[src/verilog/pfm_consts.svh]
`ifndef PFM_CONSTS_SVH
`define PFM_CONSTS_SVH
// Register byte addresses
`define PFM_ADDR_SET        32'h4002_8100
`define PFM_ADDR_CLR        32'h4002_8104
`define PFM_ADDR_STATE      32'h4002_8108
// Reset value of the selection state
`define PFM_STATE_RESET     32'h0000_0000
// Implemented selection bits: 15, 12, 10, 9, 8, 6, 5, 4, 3, 2
`define PFM_SEL_MASK        32'h0000_977C
// Selection bits that the LCD may take over: 15, 8, 6, 5
`define PFM_LCD_MASK        32'h0000_8160
// Selection bits that the motor PWM takes over: 10, 9
`define PFM_MOTOR_MASK      32'h0000_0600
// Timer 0 match select field in the clear register
`define PFM_T0_MSB          20
`define PFM_T0_LSB          17
`define PFM_T0_RESET        4'h0
`endif

[src/verilog/pfm_pkg.sv]
package pfm_pkg;
  // Register targeted by the pending data phase, one-hot
  typedef enum logic [3:0] {
    PFM_REG_NONE  = 4'b0001,
    PFM_REG_SET   = 4'b0010,
    PFM_REG_CLR   = 4'b0100,
    PFM_REG_STATE = 4'b1000
  } pfm_reg_t;

  // All state of the mux block
  typedef struct packed {
    logic [31:0] sel;          // Selection state, one bit a pin
    logic [3:0]  t0;           // Timer 0 match requests, bit 3 = match 0
    pfm_reg_t    dp_reg;       // Register of the data phase
    logic        dp_wr;        // Data phase is a write
    logic [31:0] hrdata;       // Read data
    logic        hreadyout;    // Always ready
    logic [31:0] func_alt;     // Alternate function after overrides
    logic [3:0]  lcd_route;    // LCD owns pins of bits 15, 8, 6, 5
    logic [1:0]  motor_route;  // Motor feedback two / one own pins 10 / 9
    logic        card_route;   // Card data lines own the shared pins
    logic [3:0]  t0_route;     // Timer 0 match 0..3 drive the shared pins
  } pfm_state_t;
endpackage

[src/verilog/pfm_periph_mux.sv]
`timescale 1ns/1ps
`include "pfm_consts.svh"
// How it works
// - Set and clear registers read as zero
// - Set ones select alternate function
// - Clear ones restore default function
// - State reflects all prior set/clear writes
// - State zero default, one alternate
// - State layout as set, resets zero
// - Bit 15: uart seven tx / timer1 match1
// - Bit 12: spi a clock / ssp a clock
// - Bits 10, 9: spi a data / ssp a
// - Motor PWM enable routes motor feedback
// - Bits 8,6,5: spi b / ssp b
// - Bits 4,3,2: audio b tx / timer3
// - LCD enable may override bits 15,8,6,5
// - Clear bits 20..17 select timer0 matches
// - Card interface beats timer0 match selections
// - State register is read only
// - Card enabled when control bit 10 low
module pfm_periph_mux
  import pfm_pkg::*;
(
  input  wire logic        clk_sys,
  input  wire logic        rst_n,
  // AHB-Lite slave
  input  wire logic        hsel,
  input  wire logic [31:0] haddr,
  input  wire logic [1:0]  htrans,
  input  wire logic        hwrite,
  input  wire logic [2:0]  hsize,
  input  wire logic [31:0] hwdata,
  input  wire logic        hready,
  output logic      [31:0] hrdata,
  output logic             hreadyout,
  output logic             hresp,
  // Override conditions from neighbouring blocks, same clock
  input  wire logic        lcd_enable,
  input  wire logic        motor_pwm_enable,
  input  wire logic        card_pins_disable,
  // Pin routing, all registered
  output logic      [31:0] func_alt,
  output logic      [3:0]  lcd_route,
  output logic      [1:0]  motor_route,
  output logic             card_route,
  output logic      [3:0]  t0_route
);

  // ----------------------------------------
  // State
  // ----------------------------------------
  pfm_state_t st_r;          // Registered state
  pfm_state_t st_nxt;        // Next state
  logic       take;          // Address phase accepted
  logic [31:0] sel_upd;      // Selection after this cycle's write
  logic [3:0]  t0_upd;       // Timer 0 requests after this cycle's write
  logic        card_en;      // Card interface owns its pins

  // Zero wait states: every accepted address phase is followed by a data
  // phase in the very next cycle, so no stall logic is needed
  // Accept a transfer only when the bus is ready; busy and idle are dropped
  assign take    = hsel & htrans[1] & hready;
  assign card_en = ~card_pins_disable;

  // ----------------------------------------
  // Next state
  // ----------------------------------------
  // One pass works out the selection after any write in the current data
  // phase, then decodes the new address phase and the pin routes from it.
  // Routes use the updated selection so pins move at the write's own edge.
  always_comb begin
    st_nxt  = st_r;
    sel_upd = st_r.sel;
    t0_upd  = st_r.t0;
    // Data phase write lands on the selection
    if (st_r.dp_wr) begin
      case (st_r.dp_reg)
        PFM_REG_SET: begin
          // Zero bits leave pins alone, reserved ones are masked off
          sel_upd = st_r.sel | (hwdata & `PFM_SEL_MASK);
        end
        PFM_REG_CLR: begin
          sel_upd = st_r.sel & ~(hwdata & `PFM_SEL_MASK);
          // Match request bits only ever add a route until reset
          t0_upd  = st_r.t0 | hwdata[`PFM_T0_MSB:`PFM_T0_LSB];
        end
        // State register writes are ignored
        PFM_REG_STATE: begin
          sel_upd = st_r.sel;
        end
        default: begin
          sel_upd = st_r.sel;
        end
      endcase
    end
    st_nxt.sel       = sel_upd;
    st_nxt.t0        = t0_upd;
    st_nxt.hreadyout = 1'b1;
    // Address phase decode
    st_nxt.dp_reg    = PFM_REG_NONE;
    st_nxt.dp_wr     = 1'b0;
    st_nxt.hrdata    = 32'h0000_0000;
    if (take) begin
      st_nxt.dp_wr = hwrite;
      if (haddr == `PFM_ADDR_SET) begin
        st_nxt.dp_reg = PFM_REG_SET;
      end else if (haddr == `PFM_ADDR_CLR) begin
        st_nxt.dp_reg = PFM_REG_CLR;
      end else if (haddr == `PFM_ADDR_STATE) begin
        st_nxt.dp_reg = PFM_REG_STATE;
        // Read sees the write that finishes in this cycle
        if (!hwrite) begin
          st_nxt.hrdata = sel_upd;
        end
      end else begin
        // Unmapped: okay, reads zero, writes dropped
        st_nxt.dp_reg = PFM_REG_NONE;
      end
      // Set and clear reads give zero
    end
    // Pin routing, overrides win over the stored selection
    // The LCD takes its four pins as a group, whatever the selection holds;
    // the stored bits survive so the pins return to them once the LCD stops
    st_nxt.lcd_route   = lcd_enable ? 4'hF : 4'h0;
    // Motor feedback takes bits 10 and 9 while the PWM runs
    st_nxt.motor_route = motor_pwm_enable ? 2'b11 : 2'b00;
    // Card lines win whenever the card interface is on; timer 0 requests
    // stay stored and come back when the card interface lets go
    st_nxt.card_route  = card_en;
    st_nxt.t0_route    = card_en ? 4'h0 : t0_upd;
    st_nxt.func_alt    = sel_upd
                         & ~(lcd_enable ? `PFM_LCD_MASK : 32'h0000_0000)
                         & ~(motor_pwm_enable ? `PFM_MOTOR_MASK : 32'h0000_0000);
  end

  // ----------------------------------------
  // Registers
  // ----------------------------------------
  // Reset values are written out field by field so that the timer 0
  // requests, which nothing but reset can clear, are plainly covered
  // Synchronous reset; every pin starts on its default function
  always_ff @(posedge clk_sys) begin
    if (!rst_n) begin
      st_r.sel         <= `PFM_STATE_RESET;
      st_r.t0          <= `PFM_T0_RESET;
      st_r.dp_reg      <= PFM_REG_NONE;
      st_r.dp_wr       <= 1'b0;
      st_r.hrdata      <= 32'h0000_0000;
      st_r.hreadyout   <= 1'b1;
      st_r.func_alt    <= 32'h0000_0000;
      st_r.lcd_route   <= 4'h0;
      st_r.motor_route <= 2'b00;
      st_r.card_route  <= 1'b0;
      st_r.t0_route    <= 4'h0;
    end else begin
      st_r <= st_nxt;
    end
  end

  // ----------------------------------------
  // Outputs
  // ----------------------------------------
  // Every output but hresp, which is tied low, is a plain copy of a flop; no logic sits between the
  // state and the pins, so the routes cannot glitch while inputs settle
  assign hrdata      = st_r.hrdata;
  assign hreadyout   = st_r.hreadyout;
  assign hresp       = 1'b0;
  assign func_alt    = st_r.func_alt;
  assign lcd_route   = st_r.lcd_route;
  assign motor_route = st_r.motor_route;
  assign card_route  = st_r.card_route;
  assign t0_route    = st_r.t0_route;
endmodule

[config.mk]
export PLATFORM = sky130hd
export DESIGN_NAME = pfm_periph_mux
export DESIGN_NICKNAME = d
export VERILOG_FILES = /design/src/verilog/pfm_pkg.sv /design/src/verilog/pfm_periph_mux.sv
export VERILOG_INCLUDE_DIRS = /design/src /design/src/verilog
export SDC_FILE = /design/constraint.sdc
export NUM_CORES = 1
export LEC_CHECK = 0
export BUFFER_PORTS_ARGS = -buffer_cell sky130_fd_sc_hd__buf_2
export CAP_MARGIN = 20
export CELL_PAD_IN_SITES_DETAIL_PLACEMENT = 0
export CELL_PAD_IN_SITES_GLOBAL_PLACEMENT = 2
export CORE_UTILIZATION = 20
export CTS_CLUSTER_DIAMETER = 50
export CTS_CLUSTER_SIZE = 25
export DETAILED_ROUTE_END_ITERATION = 6
export PLACE_DENSITY_LB_ADDON = 0.12
export SETUP_SLACK_MARGIN = 0.05
export SLEW_MARGIN = 15
export SYNTH_ARGS = -nofsm -noshare
export SYNTH_HDL_FRONTEND = slang
export SYNTH_SLANG_ARGS = --single-unit
[constraint.sdc]
create_clock -name clk_sys -period 1.54 [get_ports clk_sys]
set_input_delay 0.154 -clock clk_sys [delete_from_list [all_inputs] [get_ports clk_sys]]
set_output_delay 0.154 -clock clk_sys [all_outputs]
set_load 0.02 [all_outputs]
-- After elaboration in Yosys (flattened, before gate mapping)
Cells that the tools add are included.
- equal/unequal tests: 5
- multiplexer cells: 11
- bitwise operators: 14
- reduce and logical (&&, ||, !) cells: 5
- operators by type and width (operator ; number):
    AND 32 bit ; 3
    equality test 32 x 31 -> 1 bit (second input constant) ; 3
    NOT 16 -> 32 bit ; 2
    one-hot mux 32 bit (2 select lines) ; 1
    2-to-1 mux 32 bit ; 1
    NOT 11 -> 32 bit ; 1
    bitwise OR 32 x 16 -> 32 bit ; 1
    2-to-1 mux 4 bit ; 6
    2-to-1 mux 16 bit ; 1
    2-to-1 mux 11 bit ; 1
    OR reduction 6 bit ; 1
    equality test 4 x 2 -> 1 bit (second input constant) ; 1
    equality test 4 x 3 -> 1 bit (second input constant) ; 1
    NOT 1 bit ; 4
    bitwise OR 4 bit ; 1
    AND reduction 2 bit ; 2
    OR reduction 4 bit ; 1
    OR reduction 3 bit ; 1
    AND 1 bit ; 2
    2-to-1 mux 2 bit ; 1
- register bits: 117
- input bits: 77
- output and inout bits: 77

-- Logic depth before layout (Yosys ltp)
Gate-level depths: netlist of run 1.
- word-level depth: 6
- depth in mapped cells: 4

-- Worst setup path before layout of run 1
No wires, ideal clock.
- path kind: reg2reg
- start point: register st_r[77] (netlist name)
- end point: register, netlist name hrdata[10]
- library setup time: 0.146 ns
- arrival time: 1.307 ns
- path slack: 0.087 ns
- cell stages (with the launch flop): 5
- path buffers: 1
- path through: dfxtp_1 or3b_1 buf_2 o31ai_1 a2111oi_2
- longest elaborated chain between the ends: 3
- elaborated cells between the ends (all ways): 4
- classes of those cells: eq/ne: 2; mux: 2
- ends and longest elaborated chain (element ; RTL line ; source):
    start, declared ; pfm_periph_mux.sv:52 ; pfm_state_t st_r;
    start signal, assigned ; pfm_periph_mux.sv:156 ; st_r <= st_nxt;
    equality test 4 x 3 -> 1 bit / equality test 4 x 2 -> 1 bit (equally long branches) ; pfm_periph_mux.sv:77 ; case (st_r.dp_reg)
    one-hot mux 32 bit (2 select lines) (*) ; pfm_periph_mux.sv:77 ;
    2-to-1 mux 32 bit (*) ; pfm_periph_mux.sv:76 ; if (st_r.dp_wr) begin
Mark *: on every way between the ends. The rest lies on a longest branch, timed or not.
A chain may end at the register's enable or synchronous reset.

-- Final worst setup path of run 1
- start point: register st_r[77] (netlist name)
- end point: register, netlist name hrdata[8]
- longest elaborated chain between the ends: 3
- elaborated cells between the ends (all ways): 4
- classes of those cells: eq/ne: 2; mux: 2
- ends and longest elaborated chain (element ; RTL line):
    equality test 4 x 3 -> 1 bit / equality test 4 x 2 -> 1 bit (equally long branches) ; pfm_periph_mux.sv:77
    one-hot mux 32 bit (2 select lines) (*) ; pfm_periph_mux.sv:77
    2-to-1 mux 32 bit (*) ; pfm_periph_mux.sv:76
Marks and branches as above.

==> results of run 1 <==
==> cells by family (layout without fill, tap and decap cells) <==
| kind of cell | after synthesis | count (layout) | synth area share |
|---|---|---|---|
| buffers and inverters | 96 | 130 | 0.295 |
| flip-flops | 42 | 42 | 0.377 |
| AND/OR/NAND/NOR | 47 | 47 | 0.152 |
| other | 2 | 46 | 0.00337 |
| AO/OA/AOI/OAI | 41 | 41 | 0.172 |
==> state kept, by name, summed over array words and instances (netlist names) <==
name,flops
func_alt,6
lcd_route,1
card_route,1
st_r,19
hrdata,10
motor_route,1
t0_route,4
==> final cells by class <==
cell class                      count  area, sq um
Fill cell                        1207         8080
Tap cell                          140          175
Clock inverter                      1         5.00
Clock buffer                        7         86.3
Sequential cell                    42          842
Inverter                           11         41.3
Timing Repair Buffer              111          641
Multi-Input combinational cell    134          972
==> per-stage QoR <==
step | hold WS (ps) | util
floorplan | 226 | -
global placement | 377 | 0.239
detailed placement | 376 | 0.239
CTS | 57.2 | 0.249
global route | 59.3 | 0.255
finish | 69.5 | 0.255
==> placed cells by master (no fill, tap or decap) <==
| cell | instances |
|---|---|
| or3b_4 | 1 |
| nand2b_1 | 3 |
| nor4b_2 | 4 |
| o31ai_4 | 3 |
| a21boi_1 | 10 |
| clkinv_2 | 1 |
| and2_1 | 2 |
| nor2_1 | 3 |
| nor4b_1 | 1 |
| nor4_1 | 5 |
| buf_6 | 2 |
| dfxtp_2 | 1 |
| nor2b_1 | 7 |
| a2111oi_2 | 8 |
| clkbuf_1 | 1 |
| buf_2 | 85 |
| a21oi_1 | 6 |
| or2b_1 | 2 |
| a2111oi_4 | 2 |
| o31ai_1 | 2 |
| and3b_1 | 4 |
| buf_12 | 1 |
| buf_4 | 23 |
| or3_1 | 1 |
| nand3_1 | 10 |
| o31ai_2 | 5 |
| clkbuf_8 | 6 |
| dfxtp_1 | 41 |
| a31oi_1 | 4 |
| inv_1 | 11 |
| conb_1 | 46 |
| nor3b_2 | 1 |
| a2111o_1 | 1 |
| nand4_2 | 1 |
| nand4_1 | 2 |
==> what timing repair did <==
| item | in CTS | in global routing |
|---|---|---|
| resized for setup | 4 | 11 |
| setup endpoints to repair | 7 | 22 |
| setup buffers | 0 | 0 |
==> metal layers <==
layer,global-route usage,share of wire,vias up
met5,0,0,-
met4,0.0411,0.018,0
met3,0.0272,0.083,6
met2,0.149,0.48,80
met1,0.106,0.42,723
li1,-,-,820
==> how the worst max path moves through the flow <==
| stage | start | to | slack [ps] | depth (start not counted) |
|---|---|---|---|---|
| floorplan | st_r[77] | hrdata[10] | 90 | 4 |
| global placement | st_r[77] | hrdata[9] | 10 | 5 |
| detailed placement | st_r[77] | hrdata[12] | 20 | 4 |
| CTS | st_r[77] | hrdata[2] | 50 | 4 |
| global route | st_r[77] | func_alt[5] | 40 | 5 |
| finish | st_r[77] | hrdata[8] | 90 | 5 |
==> where the power goes <==
part | internal [uW] | leakage, uW | switching, uW | total (uW)
logic | 76.8 | 0.000855 | 169 | 246
clock network | 362 | 0.0000482 | 368 | 730
registers | 1090 | 0.000339 | 1.78 | 1090
==> results.md, run 1 <==
- Status: completed
- Clock Skew: 7.39 ps
- R2R setup slack: 90 ps
- H-tree levels: 2
- Num rows: 38
- Worst Hold End: card_route
- Worst setup SP type: register
- Share of cells above drive strength 1: 0.471
- Num CTS Buffers: 5
- Nets: 382
- Max-cap viol count: 0
- Yosys cell types: 30
- Dpl cells: 438
- Fraction of registers with async set/reset: 0
- Initial core utilization: 0.206
- Reg2reg start: st_r[77]
- Crit path DAT: 1630 ps
- RSZ-0062 raised after global routing: true
- Finish-stage setup viols: 0
- DRC errors left: 0
- Fmax: 690 MHz
- Endpoint of the worst register-to-register path: hrdata[8]
- Post-DR wirelength/cell: 11.1 microns
- Final min period: 1450 ps
- Min-delay worst type: input pin to register
- Crit-path slowest cell: or3b_4
- Most used DFF post-synth: dfxtp_1
- Routed WL: 4970 microns
- Hold Violations, Final: 0
- Sequential fraction of the synthesis area: 0.377
- Worst-path clk slew: 80 ps
- Drt first pass iters: 4
- Vias in the first global route: 1523
- TritonCTS clock tree: done
- Hold_sp: card_pins_disable
- # IOs: 154
- Critical path cell sequence: or3b_4, buf_6, o31ai_1, buf_4, a2111oi_2
- Total grt overflow: 0
- P&R area growth vs syn: 23.9%
- Hold path cells: 2
- Diodes inserted: 0
- Setup TNS: 0 ps
- Design Area, Final: 2760 sq um
- Synth top area share: 0.377
- Slowest Stage Delay on Critical Path: 400 ps
- DPL Wire Length: 3780 microns
- Count leader, synth: buf_4
- Clock Sinks: 42
- GPL Wtd Cong: 0.692
- Synth top cells by count: 76 x buf_4, 42 x dfxtp_1, 11 x inv_1
- CTS root buffer: clkbuf_8
- Leak: 0.00124 uW
- DR vias: 1629
- Crit path max-delay family: simple AND/OR/NAND/NOR gates
- Die H: 108 microns
- Max clock buf depth: 2
- Die X: 108 microns
- Flops & latches, synth: 42
- Crit share post-route: 0.941
- Reg2reg path depth: 5
- Pwr dens: 748 nW/um^2
- Worst-Skew Late Latency: 290 ps
- Peak supply drop: 0.270 mV
- Buf+Inv Stages, Crit Path: 2
- Synth Instances: 228
- Synth warnings: 0
- Yosys top cell by area: dfxtp_1
- Gr usage total: 0.0898
- CP Data Required Time: 1720 ps
- Placed inst area: 2590 sq um
- Largest net degree at the start of global routing: 24
- Cts hold-fix bufs: 0
- Vias per cell: 3.65
- Setup WS post-layout: 91.0 ps
- DRT antenna net count: 0
- Core area: 10800 sq um
- Dpl ws: 22.3 ps
- Starting DRC count in detailed routing: 73
- Synth Cell Area: 2230 sq um
- Endpoint type of the worst setup path: register
- Antenna violations before repair: 0
- Tot Pwr: 2070 uW
- Port bufs: 85
- Kind of critical path: register to register
- Slew Viols, Final: 0
- Non-Filler Instances: 446
- Crit Path Max Fanout: 6
- Full die area: 11600 sq um
- Post-synth EDFFs: 0
- Mean area per synthesized cell: 9.78 sq um
- Global-route wire length before repair: 7710 microns
- Largest cells by area after synthesis: dfxtp_1 38%, buf_4 26%, a2111oi_2 6.1%
(Power assumes the default switching activity.)
==> run 2, diff against run 1 <==
--- a/config.mk
+++ b/config.mk
@@ -14,6 +14,7 @@
 export CTS_CLUSTER_DIAMETER = 50
 export CTS_CLUSTER_SIZE = 25
 export DETAILED_ROUTE_END_ITERATION = 6
+export MAX_ROUTING_LAYER = met4
 export PLACE_DENSITY_LB_ADDON = 0.12
 export SETUP_SLACK_MARGIN = 0.05
 export SLEW_MARGIN = 15
==> run 2 against run 1 <==
Combinational power about the same. Design area stayed put. Critical path depth stayed put. Worst hold slack barely moved. Sequential power about the same. Clock power about the same. Largest power group unchanged. Maximum frequency about the same. Power down 0.11%. Critical endpoint unchanged. Utilization unchanged. Register-to-register slack hardly changed. Count of clock-buffer cells in the layout is the same.
==> results.md, run 2 (synthesis results as in run 1) <==
- Crit Path Max Fanout: 6
- Combinational Power Share: 0.119
- Clock power share: 0.352
- Hold Violations, Final: 0
- Switching Power: 537 uW
- Gr usage total: 0.0924
- Num CTS Buffers: 5
- Post CTS Setup Buffer Count: 0
- TritonCTS clock tree: done
- Worst-Skew Late Latency: 290 ps
- Most flops, register: st_r
- CTS root buffer: clkbuf_8
- Total grt overflow: 0
- Switch share: 0.260
- Num rows: 38
- Clock Sinks: 42
- Share of cells above drive strength 1: 0.471
- Crit path DAT: 1620 ps
- Peak supply drop: 0.270 mV
- Worst-path clk slew: 80 ps
- P&R area growth vs syn: 23.9%
- Diodes inserted: 0
- Vias per cell: 3.66
- Final min period: 1450 ps
- Commonest non-fill, non-tap cell in the layout: buf_2
- Die X: 108 microns
- Nets: 382
- Port bufs: 85
- DR vias: 1631
- Clock Skew: 4.17 ps
- DRT antenna net count: 0
- Worst setup SP type: register
- DPL Wire Length: 3780 microns
- Routed WL: 4990 microns
- Full die area: 11600 sq um
- Kind of critical path: register to register
- Endpoint of the worst register-to-register path: hrdata[8]
- Reg2reg path depth: 5
- Global-route wire length before repair: 7720 microns
- Status: completed
- Max clock buf depth: 2
- Worst Hold End: card_route
- Die H: 108 microns
- Drt first pass iters: 2
- Cts hold-fix bufs: 0
- Biggest regs: st_r (19), hrdata (10), func_alt (6)
- Post-DR wirelength/cell: 11.2 microns
- Pint: 1530 uW
- Endpoint type of the worst setup path: register
- Filler Cells Inserted: 1207
- Largest net degree at the start of global routing: 24
- Hold_sp: card_pins_disable
- Critical path cell sequence: or3b_4, buf_6, o31ai_1, buf_4, a2111oi_2
- Core area: 10800 sq um
- Slowest Stage Delay on Critical Path: 400 ps
- GPL Wtd Cong: 0.699
- Max FFs per register: 19
- Min-delay worst type: input pin to register
- Antenna violations before repair: 0
- Crit path max-delay family: simple AND/OR/NAND/NOR gates
- Slew Viols, Final: 0
- Most frequent cells in the layout: 85 x buf_2, 46 x conb_1, 41 x dfxtp_1
- Initial core utilization: 0.206
- Max-cap viol count: 0
- Crit share post-route: 0.940
- RSZ-0062 raised after global routing: true
- # IOs: 154
- Part of the power in registers: 0.528
- Pwr dens: 747 nW/um^2
- Finish-stage setup viols: 0
- H-tree levels: 2
- Final Util: 0.255
- Leak: 0.00124 uW
- Setup TNS: 0 ps
- Reg2reg start: st_r[77]
- Vias in the first global route: 1521
- Hold path cells: 2
- Starting DRC count in detailed routing: 66
- CP Data Required Time: 1720 ps
- Fmax: 691 MHz
- Crit-path slowest cell: or3b_4
- Buf+Inv Stages, Crit Path: 2
- DRC errors left: 0
- R2R setup slack: 90 ps
-- run 2: how the worst max path moves through the flow --
stage / startpoint / end / slack [ps] / depth (start not counted)
4_1_cts: st_r[77] / hrdata[2] / 50 / 4
6_report: st_r[77] / hrdata[8] / 90 / 5
3_5_place_dp: st_r[77] / hrdata[12] / 20 / 4
3_3_place_gp: st_r[77] / hrdata[9] / 10 / 5
5_1_grt: st_r[77] / func_alt[5] / 40 / 5
2_1_floorplan: st_r[77] / hrdata[10] / 90 / 4
-- run 2: final cells by class --
type	instances	area [sq um]	area share
Timing Repair Buffer	111	641	0.232
Multi-Input combinational cell	134	972	0.352
Clock inverter	1	5.00	0.00181
Inverter	11	41.3	0.0149
Clock buffer	7	86.3	0.0312
Sequential cell	42	842	0.305
Tap cell	140	175	0.0634
-- run 2: repair_timing --
action,CTS,global route
endpoints found under the setup margin,7,22
cloned,0,0
resized for setup,4,11
endpoints found under the hold margin,0,0
-- run 2: per-stage QoR --
stage               instance area [sq um]  cells  hold slack, ps  worst slack, ps  total power (uW)
finish                               2760    446            69.6             92.4              2060
global route                         2760    446            59.3             39.0              2190
global placement                     2590    438             377             13.4              1360
CTS                                  2700    446            57.2             50.7              2120
detailed placement                   2590    438             376             22.3              1360
floorplan                            2390    272             226             87.0              1360
-- run 2: layer usage --
metal	track usage	part of all wire
met2	0.149	0.48
met5	-	0
met1	0.109	0.43
met3	0.0224	0.069
met4	0.0411	0.019
-- run 2: power by group through the flow --
stage	clock, uW	combinational [uW]	sequential, uW
2_1_floorplan	0	243	1120
3_3_place_gp	0	245	1120
3_5_place_dp	0	244	1120
4_1_cts	779	245	1090
5_1_grt	833	269	1090
6_report	728	246	1090
